**config.mk**
```make
export PLATFORM = sky130hd
export DESIGN_NAME = rpcs_top
export DESIGN_NICKNAME = d
export VERILOG_FILES = /design/src/include/rpcs_pkg.sv /design/src/hw/rpcs_top.sv
export SDC_FILE = /design/constraint.sdc
export NUM_CORES = 1
export LEC_CHECK = 0
export BUFFER_PORTS_ARGS = -buffer_cell sky130_fd_sc_hd__buf_2
export CORE_MARGIN = 2
export CORE_UTILIZATION = 55
export CTS_BUF_LIST = sky130_fd_sc_hd__clkbuf_16
export DETAILED_ROUTE_END_ITERATION = 16
export GPL_TIMING_DRIVEN = 1
export HOLD_SLACK_MARGIN = 0.08
export PLACE_DENSITY = 0.79
export REMOVE_ABC_BUFFERS = 1
export SLEW_MARGIN = 20
export SYNTH_ARGS = -nofsm -noshare
export SYNTH_HDL_FRONTEND = slang
export SYNTH_SLANG_ARGS = --single-unit
```
**constraint.sdc**
```tcl
create_clock -name hclk -period 3.4 [get_ports hclk]
set_clock_uncertainty 0.05 [all_clocks]
set_input_delay 0.34 -clock hclk [delete_from_list [all_inputs] [get_ports hclk]]
set_output_delay 0.34 -clock hclk [all_outputs]
set_load 0.005 [all_outputs]
```
**src/include/rpcs_pkg.sv**
```systemverilog
// Package of register map, field layout and carrier types for the counter
package rpcs_pkg;

  // Register indexes; byte address is four times the index
  localparam logic [4:0] RPCS_IDX_CTL_A     = 5'h00;
  localparam logic [4:0] RPCS_IDX_BUSY      = 5'h01;
  localparam logic [4:0] RPCS_IDX_IRQ_EN    = 5'h02;
  localparam logic [4:0] RPCS_IDX_IRQ_FLAGS = 5'h03;
  localparam logic [4:0] RPCS_IDX_LATCH     = 5'h04;
  localparam logic [4:0] RPCS_IDX_DBG       = 5'h05;
  localparam logic [4:0] RPCS_IDX_CLK_SRC   = 5'h07;
  localparam logic [4:0] RPCS_IDX_VALUE     = 5'h08;
  localparam logic [4:0] RPCS_IDX_TOP       = 5'h0a;
  localparam logic [4:0] RPCS_IDX_MATCH     = 5'h0c;
  localparam logic [4:0] RPCS_IDX_PCTL      = 5'h10;
  localparam logic [4:0] RPCS_IDX_PSTAT     = 5'h11;
  localparam logic [4:0] RPCS_IDX_PIRQ_EN   = 5'h12;
  localparam logic [4:0] RPCS_IDX_PIRQ_FLG  = 5'h13;
  localparam logic [4:0] RPCS_IDX_PDBG      = 5'h15;

  // Field positions
  localparam int RPCS_BIT_RUN_STBY = 7;
  localparam int RPCS_PRESC_LSB    = 3;
  localparam int RPCS_PRESC_W      = 4;
  localparam int RPCS_BIT_ENABLE   = 0;
  localparam int RPCS_PERIOD_LSB   = 3;
  localparam int RPCS_PERIOD_W     = 4;
  localparam int RPCS_BIT_OVF      = 0;
  localparam int RPCS_BIT_MATCH    = 1;
  localparam int RPCS_BUSY_CTL_A   = 0;
  localparam int RPCS_BUSY_VALUE   = 1;
  localparam int RPCS_BUSY_TOP     = 2;
  localparam int RPCS_BUSY_MATCH   = 3;
  localparam int RPCS_BUSY_PCTL    = 4;
  localparam int RPCS_NUM_BUSY     = 5;

  // Reset values
  localparam logic [7:0]  RPCS_RST_BYTE = 8'h00;
  localparam logic [15:0] RPCS_RST_VALUE = 16'h0000;
  localparam logic [15:0] RPCS_RST_TOP   = 16'hffff;
  localparam logic [15:0] RPCS_RST_MATCH = 16'h0000;

  // Counter-clock edges between a write and its effect
  localparam logic [1:0] RPCS_SYNC_EDGES = 2'h2;

  // Prescaler width: division up to 2^15
  localparam int RPCS_PRESC_BITS = 15;

  // Accepted AHB address phase
  typedef struct packed {
    logic       valid;
    logic       write;
    logic [4:0] idx;
  } rpcs_req_s;

  // Interrupt and timer outputs
  typedef struct packed {
    logic counter_irq;
    logic periodic_irq;
    logic periodic_out;
  } rpcs_irq_s;

endpackage : rpcs_pkg

```
**src/hw/rpcs_top.sv**
```systemverilog
// Counter and periodic timer with register bus, sync and debug control
`timescale 1ns/1ps

module rpcs_top
  import rpcs_pkg::*;
(
  // Clock, reset and clock enable
  input  wire logic        hclk,
  input  wire logic        hresetn,
  input  wire logic        clk_en,
  // AHB-Lite slave
  input  wire logic        hsel,
  input  wire logic [31:0] haddr,
  input  wire logic [1:0]  htrans,
  input  wire logic        hwrite,
  input  wire logic [2:0]  hsize,
  input  wire logic [31:0] hwdata,
  input  wire logic        hready,
  output logic      [31:0] hrdata,
  output logic             hreadyout,
  output logic             hresp,
  // Counter clock pin and system state
  input  wire logic        counter_clk_pin,
  input  wire logic        cpu_halted,
  input  wire logic        sleep_standby,
  // Interrupts and periodic output
  output logic             counter_irq,
  output logic             periodic_irq,
  output logic             periodic_out
);

  // Counter clock synchronizer and edge detect
  logic clk_sync1_q;
  logic clk_sync2_q;
  logic clk_prev_q;
  logic ctr_edge;

  always_ff @(posedge hclk or negedge hresetn)
  begin
    if (!hresetn)
    begin
      clk_sync1_q <= 1'b0;
      clk_sync2_q <= 1'b0;
      clk_prev_q  <= 1'b0;
    end
    else if (clk_en)
    begin
      clk_sync1_q <= counter_clk_pin;
      clk_sync2_q <= clk_sync1_q;
      clk_prev_q  <= clk_sync2_q;
    end
  end

  assign ctr_edge = clk_sync2_q & ~clk_prev_q;

  // Software-facing copies
  logic [7:0]  ctl_a_q,     ctl_a_d;
  logic [1:0]  irq_en_q,    irq_en_d;
  logic [1:0]  flags_q,     flags_d;
  logic [7:0]  latch_q,     latch_d;
  logic        dbg_run_q,   dbg_run_d;
  logic [1:0]  clk_src_q,   clk_src_d;
  logic [15:0] value_wr_q,  value_wr_d;
  logic [15:0] top_q,       top_d;
  logic [15:0] match_q,     match_d;
  logic [7:0]  pctl_q,      pctl_d;
  logic        pirq_en_q,   pirq_en_d;
  logic        pflag_q,     pflag_d;
  logic        pdbg_run_q,  pdbg_run_d;
  // Counter-domain effective copies
  logic [7:0]  ctl_a_eff_q, ctl_a_eff_d;
  logic [15:0] value_q,     value_d;
  logic [15:0] top_eff_q,   top_eff_d;
  logic [15:0] match_eff_q, match_eff_d;
  logic [7:0]  pctl_eff_q,  pctl_eff_d;
  logic [RPCS_PRESC_BITS-1:0] presc_q, presc_d;
  // Synchronization tracking
  logic [RPCS_NUM_BUSY-1:0] busy_q, busy_d;
  logic [1:0]  sync_cnt_q [RPCS_NUM_BUSY];
  logic [1:0]  sync_cnt_d [RPCS_NUM_BUSY];
  logic [RPCS_NUM_BUSY-1:0] wr_hit;
  logic [RPCS_NUM_BUSY-1:0] apply;
  // Bus and outputs
  rpcs_req_s   req_q,       req_d;
  logic [31:0] hrdata_q,    hrdata_d;
  logic        hreadyout_q, hreadyout_d;
  rpcs_irq_s   irq_q,       irq_d;

  // Decoded write and read strobes
  logic        wr_act;
  logic [4:0]  wr_idx;
  logic        rd_pend;

  assign wr_act  = req_q.valid & req_q.write;
  assign wr_idx  = req_q.idx;
  assign rd_pend = req_q.valid & ~req_q.write;

  always_comb
  begin
    wr_hit                  = '0;
    wr_hit[RPCS_BUSY_CTL_A] = wr_act && (wr_idx == RPCS_IDX_CTL_A);
    wr_hit[RPCS_BUSY_VALUE] = wr_act && (wr_idx == RPCS_IDX_VALUE);
    wr_hit[RPCS_BUSY_TOP]   = wr_act && (wr_idx == RPCS_IDX_TOP);
    wr_hit[RPCS_BUSY_MATCH] = wr_act && (wr_idx == RPCS_IDX_MATCH);
    wr_hit[RPCS_BUSY_PCTL]  = wr_act && (wr_idx == RPCS_IDX_PCTL);
  end

  // Busy tracking: a write restarts the count even if one completes now
  always_comb
  begin
    busy_d = busy_q;
    apply  = '0;
    for (int i = 0; i < RPCS_NUM_BUSY; i++)
    begin
      sync_cnt_d[i] = sync_cnt_q[i];
      if (wr_hit[i])
      begin
        busy_d[i]     = 1'b1;
        sync_cnt_d[i] = 2'h0;
      end
      else if (busy_q[i] && ctr_edge)
      begin
        if (sync_cnt_q[i] == RPCS_SYNC_EDGES - 2'h1)
        begin
          apply[i]      = 1'b1;
          busy_d[i]     = 1'b0;
          sync_cnt_d[i] = 2'h0;
        end
        else
        begin
          sync_cnt_d[i] = sync_cnt_q[i] + 2'h1;
        end
      end
    end
  end

  // Counter-domain behaviour
  logic [RPCS_PRESC_W-1:0]    presc_sel;
  logic [RPCS_PERIOD_W-1:0]   period_sel;
  logic [RPCS_PRESC_BITS-1:0] presc_mask;
  logic                       ctr_en;
  logic                       pit_en;
  logic                       ctr_run;
  logic                       ctr_tick;
  logic                       pout_raw;
  logic                       pout_gated;
  logic                       ovf_set;
  logic                       match_set;
  logic                       pflag_set;

  always_comb
  begin
    presc_sel  = ctl_a_eff_q[RPCS_PRESC_LSB +: RPCS_PRESC_W];
    period_sel = pctl_eff_q[RPCS_PERIOD_LSB +: RPCS_PERIOD_W];
    ctr_en     = ctl_a_eff_q[RPCS_BIT_ENABLE];
    pit_en     = pctl_eff_q[RPCS_BIT_ENABLE];
    // Mask of low prescaler bits that must be all ones for a tick
    presc_mask = ~({RPCS_PRESC_BITS{1'b1}} << presc_sel);
    ctr_run    = ctr_en && (!sleep_standby || ctl_a_eff_q[RPCS_BIT_RUN_STBY])
                 && (dbg_run_q || !cpu_halted);
    ctr_tick   = ctr_edge && ctr_run && ((presc_q & presc_mask) == presc_mask);
    // Codes 0 and 15 leave the periodic output off
    pout_raw   = pit_en && (period_sel != 4'h0) && (period_sel != 4'hf)
                 && presc_q[period_sel];
    // Periodic timer ignores sleep state entirely
    pout_gated = pout_raw && !(cpu_halted && !pdbg_run_q);

    presc_d = presc_q;
    if (ctr_edge && (ctr_en || pit_en))
    begin
      presc_d = presc_q + 1'b1;
    end
    else if (!ctr_en && !pit_en)
    begin
      presc_d = '0;
    end

    value_d   = value_q;
    ovf_set   = 1'b0;
    match_set = 1'b0;
    if (ctr_tick)
    begin
      match_set = (value_q == match_eff_q);
      if (value_q == top_eff_q)
      begin
        value_d = RPCS_RST_VALUE;
        ovf_set = 1'b1;
      end
      else
      begin
        value_d = value_q + 16'h0001;
      end
    end
    if (apply[RPCS_BUSY_VALUE])
    begin
      value_d = value_wr_q;
    end

    ctl_a_eff_d = apply[RPCS_BUSY_CTL_A] ? ctl_a_q : ctl_a_eff_q;
    top_eff_d   = apply[RPCS_BUSY_TOP]   ? top_q   : top_eff_q;
    match_eff_d = apply[RPCS_BUSY_MATCH] ? match_q : match_eff_q;
    pctl_eff_d  = apply[RPCS_BUSY_PCTL]  ? pctl_q  : pctl_eff_q;

    // Rising edge of the gated output, so a break from high adds one
    pflag_set = pout_gated && !irq_q.periodic_out;
  end

  // Register bus: writes in the data phase, reads one wait state
  always_comb
  begin
    req_d       = '0;
    hreadyout_d = 1'b1;
    hrdata_d    = hrdata_q;
    if (hsel && htrans[1] && hready)
    begin
      req_d.valid = 1'b1;
      req_d.write = hwrite;
      req_d.idx   = haddr[6:2];
      hreadyout_d = hwrite;
    end
    if (rd_pend)
    begin
      hrdata_d = 32'h0000_0000;
      unique case (req_q.idx)
        RPCS_IDX_CTL_A:     hrdata_d[7:0]  = ctl_a_q;
        RPCS_IDX_BUSY:      hrdata_d[3:0]  = busy_q[3:0];
        RPCS_IDX_IRQ_EN:    hrdata_d[1:0]  = irq_en_q;
        RPCS_IDX_IRQ_FLAGS: hrdata_d[1:0]  = flags_q;
        RPCS_IDX_LATCH:     hrdata_d[7:0]  = latch_q;
        RPCS_IDX_DBG:       hrdata_d[0]    = dbg_run_q;
        RPCS_IDX_CLK_SRC:   hrdata_d[1:0]  = clk_src_q;
        RPCS_IDX_VALUE:     hrdata_d[15:0] = value_q;
        RPCS_IDX_TOP:       hrdata_d[15:0] = top_q;
        RPCS_IDX_MATCH:     hrdata_d[15:0] = match_q;
        RPCS_IDX_PCTL:      hrdata_d[7:0]  = pctl_q;
        RPCS_IDX_PSTAT:     hrdata_d[0]    = busy_q[RPCS_BUSY_PCTL];
        RPCS_IDX_PIRQ_EN:   hrdata_d[0]    = pirq_en_q;
        RPCS_IDX_PIRQ_FLG:  hrdata_d[0]    = pflag_q;
        RPCS_IDX_PDBG:      hrdata_d[0]    = pdbg_run_q;
        default:            hrdata_d       = 32'h0000_0000;
      endcase
    end
  end

  // Software register writes and flag handling; set beats clear
  always_comb
  begin
    ctl_a_d    = ctl_a_q;
    irq_en_d   = irq_en_q;
    latch_d    = latch_q;
    dbg_run_d  = dbg_run_q;
    clk_src_d  = clk_src_q;
    value_wr_d = value_wr_q;
    top_d      = top_q;
    match_d    = match_q;
    pctl_d     = pctl_q;
    pirq_en_d  = pirq_en_q;
    pdbg_run_d = pdbg_run_q;
    flags_d    = flags_q;
    pflag_d    = pflag_q;
    if (wr_act)
    begin
      unique case (wr_idx)
        RPCS_IDX_CTL_A:     ctl_a_d    = {hwdata[7:3], 2'b00, hwdata[0]};
        RPCS_IDX_IRQ_EN:    irq_en_d   = hwdata[1:0];
        RPCS_IDX_IRQ_FLAGS: flags_d    = flags_q & ~hwdata[1:0];
        RPCS_IDX_LATCH:     latch_d    = hwdata[7:0];
        RPCS_IDX_DBG:       dbg_run_d  = hwdata[0];
        RPCS_IDX_CLK_SRC:   clk_src_d  = hwdata[1:0];
        RPCS_IDX_VALUE:     value_wr_d = hwdata[15:0];
        RPCS_IDX_TOP:       top_d      = hwdata[15:0];
        RPCS_IDX_MATCH:     match_d    = hwdata[15:0];
        RPCS_IDX_PCTL:      pctl_d     = {1'b0, hwdata[6:3], 2'b00, hwdata[0]};
        RPCS_IDX_PIRQ_EN:   pirq_en_d  = hwdata[0];
        RPCS_IDX_PIRQ_FLG:  pflag_d    = pflag_q & ~hwdata[0];
        RPCS_IDX_PDBG:      pdbg_run_d = hwdata[0];
        default:            ;
      endcase
    end
    if (ovf_set)
    begin
      flags_d[RPCS_BIT_OVF] = 1'b1;
    end
    if (match_set)
    begin
      flags_d[RPCS_BIT_MATCH] = 1'b1;
    end
    if (pflag_set)
    begin
      pflag_d = 1'b1;
    end
    irq_d.counter_irq  = |(flags_d & irq_en_d);
    irq_d.periodic_irq = pflag_d & pirq_en_d;
    irq_d.periodic_out = pout_gated;
  end

  always_ff @(posedge hclk or negedge hresetn)
  begin
    if (!hresetn)
    begin
      ctl_a_q     <= RPCS_RST_BYTE;
      irq_en_q    <= '0;
      flags_q     <= '0;
      latch_q     <= RPCS_RST_BYTE;
      dbg_run_q   <= 1'b0;
      clk_src_q   <= '0;
      value_wr_q  <= RPCS_RST_VALUE;
      top_q       <= RPCS_RST_TOP;
      match_q     <= RPCS_RST_MATCH;
      pctl_q      <= RPCS_RST_BYTE;
      pirq_en_q   <= 1'b0;
      pflag_q     <= 1'b0;
      pdbg_run_q  <= 1'b0;
      ctl_a_eff_q <= RPCS_RST_BYTE;
      value_q     <= RPCS_RST_VALUE;
      top_eff_q   <= RPCS_RST_TOP;
      match_eff_q <= RPCS_RST_MATCH;
      pctl_eff_q  <= RPCS_RST_BYTE;
      presc_q     <= '0;
      busy_q      <= '0;
      for (int i = 0; i < RPCS_NUM_BUSY; i++)
      begin
        sync_cnt_q[i] <= 2'h0;
      end
      req_q       <= '0;
      hrdata_q    <= 32'h0000_0000;
      hreadyout_q <= 1'b1;
      irq_q       <= '0;
    end
    else if (clk_en)
    begin
      ctl_a_q     <= ctl_a_d;
      irq_en_q    <= irq_en_d;
      flags_q     <= flags_d;
      latch_q     <= latch_d;
      dbg_run_q   <= dbg_run_d;
      clk_src_q   <= clk_src_d;
      value_wr_q  <= value_wr_d;
      top_q       <= top_d;
      match_q     <= match_d;
      pctl_q      <= pctl_d;
      pirq_en_q   <= pirq_en_d;
      pflag_q     <= pflag_d;
      pdbg_run_q  <= pdbg_run_d;
      ctl_a_eff_q <= ctl_a_eff_d;
      value_q     <= value_d;
      top_eff_q   <= top_eff_d;
      match_eff_q <= match_eff_d;
      pctl_eff_q  <= pctl_eff_d;
      presc_q     <= presc_d;
      busy_q      <= busy_d;
      for (int i = 0; i < RPCS_NUM_BUSY; i++)
      begin
        sync_cnt_q[i] <= sync_cnt_d[i];
      end
      req_q       <= req_d;
      hrdata_q    <= hrdata_d;
      hreadyout_q <= hreadyout_d;
      irq_q       <= irq_d;
    end
  end

  assign hrdata       = hrdata_q;
  assign hreadyout    = hreadyout_q;
  assign hresp        = 1'b0;
  assign counter_irq  = irq_q.counter_irq;
  assign periodic_irq = irq_q.periodic_irq;
  assign periodic_out = irq_q.periodic_out;

endmodule : rpcs_top

```
==> impl_results.md, run 1 <==
- Commonest cells post-synth: 163 x dfrtp_1, 123 x mux2_2, 76 x nand2_1, 39 x nor2_1, 35 x o21ai_0
- CTS root buf: clkbuf_16
- Top cell type's share of synthesized area: 0.414
- Hold Path Origin: hwrite
- Final core area utilization: 0.623
- Port Buf Inserts: 50
- Worst IR drop on VDD: 0.000412 V
- Worst-margin pin slew: 0.944 ns
- Post-synthesis cell type count: 72
- Hold WC Path Type: in -> reg
- Post-synth ARST share: 1.00
- Cell count after synthesis: 867
- Post-CTS Setup Bufs: 0
- Reg-to-reg setup timing slack: 0.65 ns
- Synthesized flop and latch total: 196
- DIE AREA: 19000 um2
- Syn_area_per_cell: 11.4 um2
- Initial Utilization: 0.566
- Synth Cell Area: 9850 um2
- Ant diodes: 0
- Top Ports: 115
- Cell Pwr Density: 478 nW/um2
- Core area: 17400 um2
- Slew HR: 0.366
- Vias in the first global route: 7139
- Setup TNS: 0 ns
- Largest net degree at the start of global routing: 88
- Setup violations, final: 0
- Die height: 138 um
- Residual DRC: 0
- Critical R2R Capture: value_wr_q[9]$_DFFE_PN0P_
- Clk buf depth: 2
- Vias/cell: 6.31
- EDFF count, synth: 0
- PnR worst setup slack: 0.649 ns
- Number of max-cap violations: 0
- Drt wl/cell: 20.9 um
- DR vias: 7210
- Critical Path End Type: flip-flop
- Initial antenna violation count: 0
- Max-slew violation count: 0
- Post-DP HPWL: 16100 um
- Top post-synthesis cells by area: dfrtp_1 41%, mux2_2 14%, dfstp_2 8.8%, xnor2_1 3.0%, nand2_1 2.9%
- Post-layout min period: 2.75 ns
- Layout area overhead: 10.1%
- Hold Vio Cnt, Final: 0
- # nets final: 985
- Yosys top cell by area: dfrtp_1
- Ys Warns: 0
- Inst Count DP: 1105
- Most common cell in the netlist: dfrtp_1
- DP Worst Slack: 0.715 ns
- Crit path max fanout: 17
- Pre-antenna DRT Iters: 6
- Worst skew pair latency: 0.44 ns
- R2R cell count: 5
- Number of DRC markers in iteration 0: 637
- CTS clk-pin slew, worst paths: 0.07 ns
- Crit path capture: value_wr_q[9]$_DFFE_PN0P_
- Peak Freq: 364 MHz
- Crit Path Category: reg -> reg
- Chip Width: 138 um
- Unrepaired setup endpoints after global routing: false
- Reg-to-Reg Start: wr_idx[4]$_DFFE_PN0P_
- Final Wtd Congestion: 0.886
- CTS tree: done
- P_leak: 4.82 nW
- Required time of the worst setup path: 3.66 ns
- Final period util: 0.809
- Rows: 48
- Status: finished, final reports clean
- First-pass GRT wire length: 38200 um
- Worst Setup Start Kind: flip-flop
- GRT overflow: 0
- CTS H-tree depth: 4
- Total detailed-routing wirelength: 23800 um
- Post-Layout Cell Count: 1143
- Total CTS buffers: 17
- Prevailing post-synth register cell: dfrtp_1
- Crit path launch: wr_idx[4]$_DFFE_PN0P_
- Share of layout cells above drive strength 1: 0.308
- Critical Path AT: 3.01 ns
- ANT nets after route: 0
- Gr usage total: 0.266
- Seq/Total Area, Yosys: 0.502
- CTS sink cnt: 196
## area by class of cell
cell class	instances	area, um2
fillers	1389	6570
flip-flops and latches	196	4950
multi-input cells	590	4470
repair buffers	81	507
clock buffers	17	425
well taps	225	282
clock inverters	15	141
inverters	19	71.3
## power by group
part	switching (mW)	total, mW	internal, mW
clock	0.894	1.97	1.07
sequential	0.107	2.52	2.42
combinational	0.438	0.689	0.251
## sequential cells by signal, summed over array words and instances, names as in the netlist, 6 cells and up
signal	cells
ctl_a_eff_q	6
ctl_a_q	6
hrdata	16
latch_q	8
match_eff_q	16
match_q	16
presc_q	15
sync_cnt_q	10
top_eff_q	16
top_q	16
value_q	16
value_wr_q	16
## per-layer routing
layer	routed length (um)	share of wire	vias up	track usage
met1	10000	0.42	3671	0.351
met4	828	0.035	0	0.113
met5	0	0	-	0
met2	11700	0.49	285	0.440
li1	-	-	3194	-
met3	1290	0.054	60	0.0368
## cell families after synthesis
logic type               synth area share
adder cells (fa/ha/maj)           0.00254
buffers and inverters              0.0503
AO/OA/AOI/OAI                       0.129
flip-flops                          0.502
other                            0.000381
XOR/XNOR                           0.0418
AND/OR/NAND/NOR                     0.116
multiplexers                        0.158
## worst min path at each step
stage | to | slack [ns] | depth (start not counted)
floorplan | busy_q[0]$_DFFE_PN0P_ | -0.006 | 0
global placement | hrdata[11]$_DFFE_PN0P_ | 0.39 | 1
detailed placement | hrdata[11]$_DFFE_PN0P_ | 0.40 | 1
CTS | clk_sync1_q$_DFFE_PN0P_ | 0.08 | 2
global route | clk_sync1_q$_DFFE_PN0P_ | 0.08 | 2
finish | hreadyout$_DFFE_PN1P_ | 0.09 | 2
## layout by cell type (no fill, tap or decap), drive strengths merged, types with 4 or more instances in the layout
cell type	n
dfrtp	163
mux2	123
nand2	76
buf	74
nor2	41
o21ai	38
xnor2	34
dfstp	33
a21oi	27
inv	24
nand3	21
clkbuf	18
nand4	17
conb	17
a222oi	14
xor2	13
o221ai	13
o2bb2ai	12
and3	11
mux2i	10
nor3	10
nor4b	9
a22o	8
and2	7
nand2b	6
a31oi	6
dlygate4sd3	6
a21o	5
a221oi	5
a211oi	5
clkinv	5
and4	4
a32o	4
nor4	4
## critical path, cell delays in order (launching register included)
cell and delay, ns:
dfrtp_1 0.53, nor3_4 0.39, nand2_1 0.24, nor3_1 0.29
nand2_1 0.61, mux2_2 0.51
## stage by stage
step / hold slack (ns) / power, mW / instance area, um2
2_1_floorplan: -0.00559 / 2.91 / 9490
3_3_place_gp: 0.388 / 3.20 / 10200
3_5_place_dp: 0.396 / 3.23 / 10200
4_1_cts: 0.0826 / 5.19 / 10800
5_1_grt: 0.0818 / 5.36 / 10800
6_report: 0.0917 / 5.18 / 10800
## repair_timing
item | 4_1_cts | 5_1_grt
resized for setup | 0 | 0
hold buffers | 6 | 0
hold endpoints to repair | 76 | 0
(Power assumes the default switching activity.)
==> inputs of run 2 (changes only) <==
- CORE_UTILIZATION: 55 -> 53
- clock period: 3.4 -> 2.35 ns (I/O delays scaled with it)
==> run 2 against run 1 <==
  * Via count up 2.3%
  * Sequential share of layout area down 2.4 points
  * Register-to-register slack got worse by 0.59 ns
  * Worst hold slack improved by 0.011 ns
  * Highest routed layer unchanged
  * Sequential cell count stayed put
  * Cell count rose by 5.3%
  * Global-route usage fell by 0.49 points
  * First-iteration DRC count up 4.2%
  * Design area rose by 5.4%
  * Clock power grew 61%
==> impl_results.md, run 2 (same netlist as run 1, synthesis figures left out) <==
- Status: finished, final reports clean
- PnR worst setup slack: 0.0566 ns (-0.593 ns)
- Clock power share: 0.402 (+0.022)
- Residual DRC: 0 (unchanged)
- Fillers: 1417 (+2.0%)
- Vias/cell: 6.12 (-2.9%)
- First-pass GRT wire length: 39800 um (+4.4%)
- P_leak: 5.15 nW (+6.8%)
- DIE AREA: 19700 um2 (+3.7%)
- Most common cell after layout, fill and taps aside: dfrtp_1
- CTS clk-pin slew, worst paths: 0.07 ns (about the same)
- Worst IR drop on VDD: 0.000564 V (+37%)
- Critical Path, Cell by Cell: nor3_4, buf_4, nand2_1, nor2_2, a211o_1, buf_12, mux2_2
- Pre-antenna DRT Iters: 7 (+1)
- Crit Path Category: reg -> reg
- Rows: 49 (+2.1%)
- Grt met2 use: 0.443 (+0.00347)
- Worst-margin pin slew: 1.01 ns (+0.0644 ns)
- Grt peak-use layer: met2
- # nets final: 1042 (+5.8%)
- Vias in the first global route: 7453 (+4.4%)
- Hold Vio Cnt, Final: 0 (unchanged)
- Final period util: 0.976 (+0.167)
- Critical Path AT: 2.56 ns (-0.45 ns)
- CP peak stage delay: 0.53 ns (-0.08 ns)
- Int Power: 5.84 mW (+56%)
- Crit path max fanout: 16 (-1)
- Ant diodes: 0 (unchanged)
- Top Ports: 115 (unchanged)
- Setup violations, final: 0 (unchanged)
- Number of max-cap violations: 0 (unchanged)
- Cell family with the largest share of critical-path delay: simple AND/OR/NAND/NOR gates
- Chip Width: 140 um (+1.8%)
- Post-DP HPWL: 17100 um (+6.3%)
- Net Sw Power: 2.09 mW (+45%)
- DP Worst Slack: 0.0689 ns (-0.646 ns)
- CTS sink cnt: 196 (unchanged)
- CTS root buf: clkbuf_16
- Final core area utilization: 0.632 (+0.00961)
- Flop pwr share: 0.456 (-0.031)
- Fin area: 11400 um2 (+5.4%)
- Switch share: 0.263 (-0.0144)
- Hold WC Path Type: in -> reg
- GRT overflow: 0 (unchanged)
- Required time of the worst setup path: 2.62 ns (-1.04 ns)
- Final Wtd Congestion: 0.927 (+4.6%)
- Multi-input gate area: 4470 um2 (unchanged)
- Post-layout min period: 2.29 ns (-0.457 ns)
- Slew HR: 0.323 (-0.0432)
- Drt wl/cell: 20.6 um (-1.4%)
- Die height: 140 um (+1.8%)
- Largest net degree at the start of global routing: 72 (-18%)
- Number of DRC markers in iteration 0: 664 (+4.2%)
- Share of layout cells above drive strength 1: 0.335 (+0.0271)
- Core area: 18100 um2 (+3.8%)
- ANT nets after route: 0 (unchanged)
- Worst Setup Start Kind: flip-flop
- Total CTS buffers: 17 (unchanged)
- GR Util met3: 0.0441 (+0.00731)
- Clk buf depth: 2 (unchanged)
- Met1 usage: 0.328 (-0.0230)
- Port Buf Inserts: 50 (unchanged)
- Critical Path End Type: flip-flop
- CTS H-tree depth: 4 (unchanged)
- Max-slew violation count: 0 (unchanged)
- Unrepaired setup endpoints after global routing: false
- Total detailed-routing wirelength: 24800 um (+3.9%)
- Layout area overhead: 16.1%
- Cell Pwr Density: 693 nW/um2 (+45%)
- Worst skew pair latency: 0.44 ns (about the same)
- Gr usage total: 0.261 (-0.00494)
- DR vias: 7373 (+2.3%)
- Hold_ws: 0.102 ns (+0.0106 ns)
- Peak Freq: 436 MHz (+20%)
- WP buf/inv: 2 (+2)
- Storage cell area: 4950 um2 (unchanged)
- Comb pwr share: 0.143 (+0.010)
- CTS tree: done
- Worst path slowest cell: dfrtp_1
- Initial antenna violation count: 0 (unchanged)
- Most frequent cells in the layout: 163 x dfrtp_1, 123 x mux2_2, 76 x nand2_1, 63 x buf_4, 49 x buf_2
- Total Power: 7.93 mW (+53%)
- Initial Utilization: 0.545 (-0.0209)
- Dpl cell area: 10600 um2 (+3.6%)
==> run 2: changes by cell type in the layout (fill, tap and decap cells not counted), sizes merged <==
| cell | delta |
|---|---|
| buf | +42 |
| dlygate4sd3 | +15 |
| bufinv | +3 |
| inv | -2 |
| clkinv | -1 |
==> run 2: final timing paths <==
check / startpoint / to / slack, ns / cells after the start
min in group asynchronous: hresetn / hrdata[11]$_DFFE_PN0P_ / 0.31 / 2
setup / recovery: wr_idx[1]$_DFFE_PN0P_ / match_eff_q[12]$_DFFE_PN0P_ / 0.06 / 7
setup reg to reg: wr_idx[1]$_DFFE_PN0P_ / match_eff_q[12]$_DFFE_PN0P_ / 0.06 / 7
hold / removal: hwdata[4] / match_q[4]$_DFFE_PN0P_ / 0.10 / 2
hold reg to reg: hrdata[2]$_DFFE_PN0P_ / hrdata[2]$_DFFE_PN0P_ / 0.43 / 1
max in group asynchronous: hresetn / top_q[14]$_DFFE_PN1P_ / 1.16 / 3
==> run 2: per-layer routing <==
layer	part of all wire	vias to the layer above
met5	0	-
met4	0.032	0
met3	0.056	65
met2	0.50	286
met1	0.41	3699
li1	-	3323
==> run 2: power by group through the flow <==
stage	clock (mW)	combinational, mW	sequential (mW)
global placement	0	1.07	3.66
global route	3.35	1.23	3.63
CTS	3.21	1.12	3.61
finish	3.18	1.13	3.61
floorplan	0	0.545	3.66
detailed placement	0	1.09	3.67
==> run 2: repair_timing <==
item,CTS,global route
setup buffers,0,1
hold buffers,21,0
endpoints found under the hold margin,93,0
setup endpoints to repair,0,14
gates resized for setup,0,0
==> run 2: final cells by class <==
cell class / instances / area share
Clock inverter: 15 / 0.0185
Multi-Input combinational cell: 590 / 0.391
Sequential cell: 196 / 0.433
Inverter: 19 / 0.00624
Clock buffer: 17 / 0.0372
Tap cell: 229 / 0.0251
Timing Repair Buffer: 138 / 0.0894
==> run 2: through the flow <==
step,instances,setup TNS [ns]
after floorplan,805,-15.25
after global placement,1150,0
after detailed placement,1150,0
after CTS,1203,0
after global routing,1204,0
final,1204,0
==> inputs of run 3 (changes only) <==
- ABC_AREA: default -> 1
- CORE_ASPECT_RATIO: default -> 0.75
==> run 3 against run 2 <==
  * Worst hold slack better by 0.0050 ns
  * Routed wire length increased by 2.8%
  * Global-route usage increased by 1.1 points
  * Design area shrank 1.4%
  * Non-clock buffer count shrank 32
  * Sequential cell count stayed put
  * Via count grew 17%
  * Largest power group unchanged
  * Highest routed layer unchanged
==> impl_results.md, run 3 <==
- WP buf/inv: 3 (+1)
- Slew HR: 0.634 (+0.311)
- Initial Utilization: 0.537 (-0.00786)
- EDFF count, synth: 0 (unchanged)
- Worst path slowest cell: dfrtp_1
- Post-synthesis cell type count: 42 (-42%)
- # nets final: 1416 (+36%)
- Initial antenna violation count: 0 (unchanged)
- DIE AREA: 19700 um2 (about the same)
- Post-synth ARST share: 1.00 (unchanged)
- CTS sink cnt: 196 (unchanged)
- Max-slew violation count: 0 (unchanged)
- Synth Cell Area: 9850 um2 (about the same)
- Required time of the worst setup path: 2.62 ns (about the same)
- CTS root buf: clkbuf_16
- Critical Path End Type: flip-flop
- Worst skew pair latency: 0.44 ns (about the same)
- GRT overflow: 0 (unchanged)
- P_leak: 5.23 nW (+1.6%)
- Most common cell after layout, fill and taps aside: nand2_1
- Total detailed-routing wirelength: 25500 um (+2.8%)
- First-pass GRT wire length: 41400 um (+4.0%)
- Crit path depth: 7 (unchanged)
- DR vias: 8609 (+17%)
- Unrepaired setup endpoints after global routing: false
- Drt wl/cell: 16.0 um (-22%)
- Top post-synthesis cells by area: dfrtp_1 41%, nand2_1 14%, dfstp_2 8.8%, o21ai_0 8.1%, inv_1 5.4%
- Residual DRC: 0 (unchanged)
- CTS tree: done
- Chip Width: 161 um (+15%)
- Clk buf depth: 2 (unchanged)
- Hold Vio Cnt, Final: 0 (unchanged)
- PnR worst setup slack: 0.191 ns (+0.134 ns)
- Top Ports: 115 (unchanged)
- Vias/cell: 5.39 (-12%)
- Setup violations, final: 0 (unchanged)
- Worst-margin pin slew: 0.548 ns (-0.461 ns)
- Fillers: 1576 (+11%)
- Final Wtd Congestion: 0.948 (+2.2%)
- Peak Freq: 463 MHz (+6.2%)
- Prevailing post-synth register cell: dfrtp_1
- Critical Path AT: 2.43 ns (-0.13 ns)
- Final period util: 0.919 (-0.0571)
- Syn_area_per_cell: 7.85 um2 (-31%)
- Post-layout min period: 2.16 ns (-0.134 ns)
- Most frequent cells in the layout: 374 x nand2_1, 163 x dfrtp_1, 159 x o21ai_0, 141 x inv_1, 74 x nor2_1
- Number of max-cap violations: 0 (unchanged)
- Yosys top cell by area: dfrtp_1
- Core area: 18300 um2 (+1.4%)
- Ys Warns: 0 (unchanged)
- DP Worst Slack: 0.178 ns (+0.109 ns)
- Setup TNS: 0 ns (unchanged)
- Hold path cells: 3 (+1)
- ANT nets after route: 0 (unchanged)
- Top cell type's share of synthesized area: 0.414 (about the same)
- Ant diodes: 0 (unchanged)
- Post-DP HPWL: 18100 um (+5.3%)
- Cell count after synthesis: 1254 (+45%)
- Largest net degree at the start of global routing: 59 (-18%)
- Gr usage total: 0.272 (+0.0114)
- Critical Path, Cell by Cell: inv_2, nand4_2, clkinvlp_4, nand3_1, buf_4, nand2_1, o21ai_0
- Synthesized flop and latch total: 196 (unchanged)
- Worst Setup Start Kind: flip-flop
- Layout area overhead: 14.5%
- Share of layout cells above drive strength 1: 0.136 (-0.200)
- Number of DRC markers in iteration 0: 867 (+31%)
- Seq/Total Area, Yosys: 0.502 (about the same)
- CTS clk-pin slew, worst paths: 0.07 ns (about the same)
- Total CTS buffers: 17 (unchanged)
- Port Buf Inserts: 50 (unchanged)
- Rows: 43 (-12%)
- Hold WC Path Type: in -> reg
- Worst IR drop on VDD: 0.000451 V (-20%)
- Most common cell in the netlist: nand2_1
- Vias in the first global route: 8038 (+7.8%)
- Crit Path Category: reg -> reg
- R2R cell count: 7 (unchanged)
- CP peak stage delay: 0.50 ns (-0.03 ns)
- Pre-antenna DRT Iters: 6 (-1)
- Crit path max fanout: 18 (+2)
- CTS H-tree depth: 4 (unchanged)
- Commonest cells post-synth: 375 x nand2_1, 163 x dfrtp_1, 159 x o21ai_0, 141 x inv_1, 74 x nor2_1
- Status: finished, final reports clean
- Die height: 122 um (-13%)
- Cell family with the largest share of critical-path delay: buffers and inverters
- Cell Pwr Density: 775 nW/um2 (+12%)
[run 3: worst register-to-register path: stages (launching register included)]
cell        delay [ns]
dfrtp_1           0.50
inv_2             0.19
nand4_2           0.43
clkinvlp_4        0.37
nand3_1           0.12
buf_4             0.22
nand2_1           0.09
o21ai_0           0.08
[run 3: cell type report]
class / count / area, um2 / share of cell area
inverter: 147 / 558 / 0.0495
tap: 247 / 309 / 0.0274
clock buffer: 17 / 425 / 0.0377
sequential: 196 / 4950 / 0.439
clock inverter: 15 / 164 / 0.0145
timing repair buffer: 106 / 767 / 0.0680
multi-input combinational: 868 / 4110 / 0.364
[run 3: metal layers]
metal / vias to the layer above / global-route usage / share of wire
li1: 4150 / - / -
met1: 4064 / 0.421 / 0.49
met2: 359 / 0.382 / 0.41
met3: 36 / 0.0661 / 0.086
met4: 0 / 0.0714 / 0.015
met5: - / 0 / 0
[run 3: power breakdown]
group	total, mW	internal [mW]	switching, mW
sequential	4.13	3.80	0.337
clock	2.96	1.66	1.30
combinational	1.64	0.579	1.06
[run 3: path summary, 6_finish.rpt]
kind / startpoint / endpoint / slack [ns]
worst max-delay path: wr_idx[4]$_DFFE_PN0P_ / match_q[2]$_DFFE_PN0P_ / 0.19
worst min-delay path: clk_en / periodic_out$_DFFE_PN0P_ / 0.11
worst max register to register: wr_idx[4]$_DFFE_PN0P_ / match_q[2]$_DFFE_PN0P_ / 0.19
worst min register to register: clk_sync1_q$_DFFE_PN0P_ / clk_sync1_q$_DFFE_PN0P_ / 0.42
max in group asynchronous: hresetn / top_eff_q[13]$_DFFE_PN1P_ / 1.25
min in group asynchronous: hresetn / sync_cnt_q[1]$_DFFE_PN0P_ / 0.27
[run 3: kinds of logic (layout without fill, tap and decap cells)]
group,Yosys count,count (layout),synth area share
AO/OA/AOI/OAI,256,256,0.137
flip-flops,196,196,0.502
multiplexers,2,2,0.00229
other,1,17,0.000381
buffers and inverters,206,285,0.0880
AND/OR/NAND/NOR,557,557,0.237
XOR/XNOR,34,34,0.0302
adder cells (fa/ha/maj),2,2,0.00254
[run 3: per-stage QoR]
step	util	cells	power, mW	hold WS, ns	area, um2
2_1_floorplan	-	1211	5.16	-0.111	9600
3_5_place_dp	0.567	1536	5.73	0.172	10400
6_report	0.615	1596	8.74	0.107	11300
4_1_cts	0.613	1593	8.72	0.0877	11200
3_3_place_gp	0.567	1536	5.67	0.172	10400
5_1_grt	0.615	1596	9.16	0.115	11300
[run 3: what timing repair did]
action / CTS / global route
hold buffers: 25 / 0
endpoints found under the setup margin: 0 / 21
resized for setup: 0 / 2
hold endpoints to repair: 86 / 0
setup buffers: 0 / 3
